## src/kli_consts.vh

```
`ifndef KLI_CONSTS_VH
`define KLI_CONSTS_VH
// Register addresses in SFR space
`define KLI_ADDR_CONTROL 8'ha3
`define KLI_ADDR_STATUS 8'ha4
// Reset values
`define KLI_CONTROL_RST 8'h0f
`define KLI_STATUS_RST 8'h00
`define KLI_NIB_ZERO 4'h0
`define KLI_NIB_ONES 4'hf
`define KLI_BIT_ZERO 1'h0
`define KLI_BYTE_ZERO 8'h00
`define KLI_RSVD_ZERO 3'h0
// Field positions
`define KLI_LEVEL_HI 7
`define KLI_LEVEL_LO 4
`define KLI_MASK_HI 3
`define KLI_MASK_LO 0
`define KLI_WAKE_BIT 7
`define KLI_FLAG_HI 3
`define KLI_FLAG_LO 0
`endif

```

## src/kli_sync.v

```verilog
`timescale 1ns/1ns
`include "kli_consts.vh"
// ****************************************
// Two-stage synchroniser for keypad inputs
// ****************************************
module kli_sync (
  input wire i_mclk,
  input wire i_rst_n,
  input wire [3:0] i_async,
  output reg [3:0] o_sync
);
  reg [3:0] meta_reg;

  // First stage feeds only the second stage
  // Reset to the pulled-up idle level; a zero here would look like
  // a low-level key hit on every input just after reset
  always @(posedge i_mclk) begin
    if (!i_rst_n) begin
      meta_reg <= `KLI_NIB_ONES;
      o_sync <= `KLI_NIB_ONES;
    end else begin
      meta_reg <= i_async;
      o_sync <= meta_reg;
    end
  end
endmodule

```

## src/kli_keypad.v

```verilog
`timescale 1ns/1ns
`include "kli_consts.vh"
// Notes on behaviour
// Level select bit: one high, zero low
// Mask bit one blocks that flag's request
// Control resets to 0x0f
// Wake enable lets request end power-down
// Status bits six to four read zero
// Flags set on level; status read clears
// Status resets to all zeros
// Request is OR of unmasked flags
// Global enable gates combined request
// Detection can end idle and power-down
// Inputs synchronised two stages before compare
module kli_keypad (
  input wire i_mclk,
  input wire i_rst_n,
  input wire [3:0] i_keypad_inputs,
  input wire [7:0] i_sfr_addr,
  input wire i_sfr_wr,
  input wire [7:0] i_sfr_wdata,
  input wire i_sfr_rd,
  input wire i_keyboard_irq_global_enable,
  output reg [7:0] o_sfr_rdata,
  output reg o_keyboard_irq,
  output reg o_idle_wake,
  output reg o_powerdown_wake
);
  // ****************************************
  // Storage
  // ****************************************
  reg [7:0] keypad_control_reg;
  reg [7:0] keypad_control_next;
  reg powerdown_wake_enable_reg;
  reg powerdown_wake_enable_next;
  reg [3:0] input_detect_flag_reg;
  reg [3:0] input_detect_flag_next;
  reg [7:0] rdata_next;
  wire [3:0] keypad_sync;
  wire [3:0] input_level_select;
  wire [3:0] input_irq_mask;
  wire [3:0] level_hit;
  wire [3:0] unmasked_flags;
  wire wr_control;
  wire wr_status;
  wire rd_status;
  wire request;
  wire request_gated;
  wire powerdown_request;

  // ****************************************
  // Helper functions
  // ****************************************

  // Full-byte address compare; shared by strobe decode and read mux
  function kli_addr_hit;
    input [7:0] addr;
    input [7:0] target;
    begin
      kli_addr_hit = (addr == target);
    end
  endfunction

  // Per-input match of the synchronised pin against its selected level
  function [3:0] kli_level_match;
    input [3:0] pins;
    input [3:0] level_sel;
    begin
      // XNOR: a one where the pin equals the selected level
      kli_level_match = ~(pins ^ level_sel);
    end
  endfunction

  // Status byte; reserved bits forced low whatever was written
  function [7:0] kli_status_word;
    input wake;
    input [3:0] flags;
    begin
      kli_status_word = {wake, `KLI_RSVD_ZERO, flags};
    end
  endfunction

  // ****************************************
  // Input synchroniser
  // ****************************************

  // Keeps the level compare away from raw pins
  // Costs two cycles of latency from pin to flag
  kli_sync kli_sync_i (
    .i_mclk(i_mclk),
    .i_rst_n(i_rst_n),
    .i_async(i_keypad_inputs),
    .o_sync(keypad_sync)
  );

  // ****************************************
  // Decode and detection
  // ****************************************

  // Strobes qualified by full address; other SFRs pass untouched
  assign wr_control = i_sfr_wr && kli_addr_hit(i_sfr_addr, `KLI_ADDR_CONTROL);
  assign wr_status = i_sfr_wr && kli_addr_hit(i_sfr_addr, `KLI_ADDR_STATUS);
  assign rd_status = i_sfr_rd && kli_addr_hit(i_sfr_addr, `KLI_ADDR_STATUS);

  // Control fields
  assign input_level_select = keypad_control_reg[`KLI_LEVEL_HI:`KLI_LEVEL_LO];
  assign input_irq_mask = keypad_control_reg[`KLI_MASK_HI:`KLI_MASK_LO];

  // Level detect, not edge: a held key keeps re-setting its flag
  assign level_hit = kli_level_match(keypad_sync, input_level_select);

  // Masked flags still set and read back; they only stay quiet
  assign unmasked_flags = input_detect_flag_reg & ~input_irq_mask;
  assign request = |unmasked_flags;

  // Global enable sits in front of every consumer of the request
  assign request_gated = request && i_keyboard_irq_global_enable;
  assign powerdown_request = request_gated && powerdown_wake_enable_reg;

  // ****************************************
  // Next-state logic
  // ****************************************

  // Control is plain read/write storage
  always @* begin
    keypad_control_next = keypad_control_reg;
    if (wr_control) begin
      keypad_control_next = i_sfr_wdata;
    end
  end

  // Flags are hardware-owned; a status write only touches wake enable
  always @* begin
    powerdown_wake_enable_next = powerdown_wake_enable_reg;
    if (wr_status) begin
      powerdown_wake_enable_next = i_sfr_wdata[`KLI_WAKE_BIT];
    end
  end

  // Set wins over read clear so no key press is lost
  always @* begin
    input_detect_flag_next = input_detect_flag_reg;
    if (rd_status) begin
      input_detect_flag_next = `KLI_NIB_ZERO;
    end
    input_detect_flag_next = input_detect_flag_next | level_hit;
  end

  // Read mux; unmapped addresses return zero
  always @* begin
    rdata_next = `KLI_BYTE_ZERO;
    if (kli_addr_hit(i_sfr_addr, `KLI_ADDR_CONTROL)) begin
      rdata_next = keypad_control_reg;
    end else if (kli_addr_hit(i_sfr_addr, `KLI_ADDR_STATUS)) begin
      rdata_next = kli_status_word(powerdown_wake_enable_reg, input_detect_flag_reg);
    end
  end

  // ****************************************
  // Registers
  // ****************************************

  // Every input starts low-detecting and masked
  always @(posedge i_mclk) begin
    if (!i_rst_n) begin
      keypad_control_reg <= `KLI_CONTROL_RST;
    end else begin
      keypad_control_reg <= keypad_control_next;
    end
  end

  // Wake enable off after reset
  always @(posedge i_mclk) begin
    if (!i_rst_n) begin
      powerdown_wake_enable_reg <= `KLI_BIT_ZERO;
    end else begin
      powerdown_wake_enable_reg <= powerdown_wake_enable_next;
    end
  end

  // No flag pending after reset
  always @(posedge i_mclk) begin
    if (!i_rst_n) begin
      input_detect_flag_reg <= `KLI_NIB_ZERO;
    end else begin
      input_detect_flag_reg <= input_detect_flag_next;
    end
  end

  // Read data registered every cycle; it shows pre-clear status
  always @(posedge i_mclk) begin
    if (!i_rst_n) begin
      o_sfr_rdata <= `KLI_BYTE_ZERO;
    end else begin
      o_sfr_rdata <= rdata_next;
    end
  end

  // ****************************************
  // Interrupt and wake outputs
  // ****************************************

  // Registered, so the core sees a request one cycle after the flag
  // Power-down exit also needs wake enable; idle exit does not
  // Limitation: with the clock stopped nothing here samples the pins
  always @(posedge i_mclk) begin
    if (!i_rst_n) begin
      o_keyboard_irq <= `KLI_BIT_ZERO;
      o_idle_wake <= `KLI_BIT_ZERO;
      o_powerdown_wake <= `KLI_BIT_ZERO;
    end else begin
      o_keyboard_irq <= request_gated;
      o_idle_wake <= request_gated;
      o_powerdown_wake <= powerdown_request;
    end
  end
endmodule

```

## config.mk

```make
export PLATFORM = sky130hd
export DESIGN_NAME = kli_keypad
export DESIGN_NICKNAME = d
export VERILOG_FILES = /design/src/kli_sync.v /design/src/kli_keypad.v
export VERILOG_INCLUDE_DIRS = /design/src
export SDC_FILE = /design/constraint.sdc
export NUM_CORES = 1
export LEC_CHECK = 0
export BUFFER_PORTS_ARGS = -buffer_cell sky130_fd_sc_hd__buf_2
export CORE_MARGIN = 10
export CORE_UTILIZATION = 45
export DETAILED_ROUTE_END_ITERATION = 10
export PLACE_DENSITY = 0.81
export SYNTH_ARGS = -nofsm -noshare
export SYNTH_HDL_FRONTEND = slang
export SYNTH_SLANG_ARGS = --single-unit
```

## constraint.sdc

```tcl
create_clock -name i_mclk -period 1.3 [get_ports i_mclk]
set_input_delay 0.065 -clock i_mclk [delete_from_list [all_inputs] [get_ports i_mclk]]
set_output_delay 0.065 -clock i_mclk [all_outputs]
set_load 0.01 [all_outputs]
```

==> impl_metrics.csv <==
group,metric,value,unit
placed_design,portBuffers,35,
global_route,grt_max_degree,15,
timing,post-route-period-util,0.700,
synthesis,yosysWarnings,0,
timing,fmaxAchievable,1100,MHz
routing,wire_per_inst,13.4,µm
synthesis,synthCells,115,
timing,fin_skew,0.0101,ns
critical_path,r2r_start,"keypad_control_reg[2]",
final_layout,drive_above_1_share,0.307,
synthesis,synth_top_area_frac,0.533,
synthesis,yosysTopAreaCell,"dfxtp_1",
critical_path,crit_type,"reg2reg",
clock_tree,htreeDepth,2,
timing,fin_crit,0.910,ns
synthesis,syn_area,1160,µm²
pwr,leakagePower,0.706,nW
placed_design,place_inst,178,
timing,layout_setup_ws,0.390,ns
floorplanning,io_pins,36,
floorplanning,dieWidth,70.9,µm
critical_path,worstReg2RegEnd,"o_powerdown_wake",
global_route,grt_usage,0.107,
clock_tree,cts_tree,"yes",
critical_path,crit_buf_inv,0,
pwr,p_seq_frac,0.520,
timing,holdWs,0.0109,ns
floorplanning,rows,18,
synthesis,synthTopCellsByArea,"dfxtp_1, nand2b_1, mux2i_1",
critical_path,end_kind,"flop",
floorplanning,start_util,0.470,
global_route,grt_pass1_wl,4390,µm
routing,dr.pass1.iters,4,
critical_path,path_cells,"nand2b_1, a41oi_1, and2_1",
critical_path,worst-path-max-fanout,3,
timing,rsz0062_at_grt,"false",
critical_path,cp_top_family,"flip-flops",
critical_path,arrival,1.18,ns
worst_hold_path,whs_path_depth,3,
synthesis,synth-seq-cells,31,
routing,ant_nets,0,
pwr,clock_power_share,0.409,
critical_path,critical_path.max_stage_delay,0.34,ns
pwr,p_sw,0.000379,W
timing,tightestPinTransition,0.397,ns
clock_tree,numClockSinks,31,
status,status,"finished clean",
critical_path,worst_setup_path_start_kind,"flop",
routing,viasPerCell,4.99,
worst_hold_path,min_from,"i_sfr_wdata[2]",
global_route,grt_pass1_vias,1059,
global_route,overflow,0,
worst_hold_path,holdCritPathClass,"in2reg",
pwr,p_total,0.00188,W
clock_tree,clkLatencyLatePin,0.33,ns
clock_tree,numCtsBuffers,5,
critical_path,reg2regPathDepth,3,
floorplanning,die_area,5020,µm²
synthesis,seq_area_frac_synth,0.533,
floorplanning,coreArea,2480,µm²
routing,vias,978,
critical_path,crit_slowest_cell,"dfxtp_1",
flow_run,drv_cap,0,
clock_tree,cts_resized,0,
synthesis,syn-mean-instance-area,10.1,µm²
critical_path,worst-r2r-setup-slack,0.39,ns
timing,finalSetupTns,0,ns
global_route,antenna_found_initial,0,
pwr,p_int,0.00150,W
timing,drv_slew,0,
pwr,pwr-share-comb,0.071,
pwr,pwr_density_cell,1200,nW/µm²
placed_design,gp_congestion,0.881,
clock_tree,clock_path_buffers,2,
routing,detail_route.drc_violations,0,
final_layout,fin_cells,196,
synthesis,synthesis.nets,140,
worst_hold_path,hold_end,"keypad_control_reg[2]",
routing,drtIter0Drc,20,
placed_design,post-place-ws,0.107,ns
floorplanning,die_h,70.9,µm
final_layout,num_antenna_cells,0,
placed_design,dp_hpwl,2010,µm
critical_path,critPathRequiredTime,1.57,ns
clock_tree,cts-root-buf,"clkbuf_4",
timing,setup_violations,0,
clock_tree,cts.clk_slew.worst_paths,0.10,ns
final_layout,nNetsFinal,190,
pwr,sw_frac_of_total,0.201,
routing,routed_wl,2620,µm
synthesis,netlist-cell-type-count,24,
pwr,ir_worst_vdd,1090,µV
timing,final_hold_viol_count,0,
timing,slew-limit-headroom,0.735,
final_layout,areaGrowthSynthToFinish,33.9,%
-- cells in the final DEF, fill, tap and decap left out, types with 8 or more instances in the layout --
master          n
buf_2          35
nand2_1        11
dlygate4sd3_1  10
inv_1           8
nand2b_1       12
dfxtp_1        31
-- what timing repair did --
item,4_1_cts,5_1_grt
hold buffers,9,1
buffers inserted,0,0
hold endpoints to repair,9,1
-- cell usage after synthesis (all sizes together) --
library cell and count:
a22oi 5, a31oi 4, a41oi 1, and2 2
and3 4, and4bb 2, buf 6, clkbuf 1
dfxtp 31, inv 8, mux2i 5, nand2 11
nand2b 12, nand3 1, nand4 4, nor2 5
nor4b 1, o211ai 4, o21a 4, xnor2 4
-- cell families (layout without fill, tap and decap cells) --
group,Yosys count,in the layout,share of synthesized area
AND/OR/NAND/NOR,42,42,0.220
flip-flops,31,31,0.533
AO/OA/AOI/OAI,18,18,0.113
buffers and inverters,15,66,0.0612
multiplexers,5,5,0.0430
XOR/XNOR,4,4,0.0301
-- layer usage --
layer / up-vias / share of wire / global-route usage
met5: - / 0 / 0
met4: 0 / 0.016 / 0.0452
met3: 6 / 0.076 / 0.0572
met2: 33 / 0.55 / 0.196
met1: 447 / 0.36 / 0.0950
li1: 492 / - / -
-- power by group through the flow --
| stage | Combinational [W] | Clock (W) | Sequential [W] |
|---|---|---|---|
| floorplan | 0.0000545 | 0 | 0.000997 |
| global placement | 0.000107 | 0 | 0.000999 |
| detailed placement | 0.000110 | 0 | 0.00100 |
| CTS | 0.000131 | 0.000788 | 0.000978 |
| global route | 0.000146 | 0.000843 | 0.000980 |
| finish | 0.000133 | 0.000768 | 0.000978 |
-- area by class of cell --
class | count | area, µm²
Fill cell | 223 | 917
Timing Repair Buffer | 50 | 313
Tap cell | 30 | 37.5
Clock inverter | 2 | 35.0
Inverter | 8 | 30.0
Multi-Input combinational cell | 69 | 473
Clock buffer | 6 | 51.3
Sequential cell | 31 | 621
-- how the worst max path moves through the flow --
stage                                           to                   from  depth (start not counted)
after floorplan           input_detect_flag_reg[0]          i_sfr_addr[1]                          3
after global placement       keypad_control_reg[7]          i_sfr_addr[3]                          4
after detailed placement     keypad_control_reg[6]          i_sfr_addr[3]                          4
after CTS                         o_powerdown_wake  keypad_control_reg[2]                          3
after global routing              o_powerdown_wake  keypad_control_reg[2]                          3
final                             o_powerdown_wake  keypad_control_reg[2]                          3
-- per-stage QoR --
stage / cell area [µm²] / util
finish: 1560 / 0.630
global route: 1560 / 0.630
CTS: 1550 / 0.626
detailed placement: 1370 / 0.555
global placement: 1370 / 0.555
floorplan: 1160 / -
-- worst reg2reg max path, delay by kind of cell, from the launching register on --
kind,cells,cell delay (ns)
AOI/OAI and AO/OA,1,0.22
DFF,1,0.34
and+or+nand+nor,2,0.31
Power figures use the tool's default switching activity.
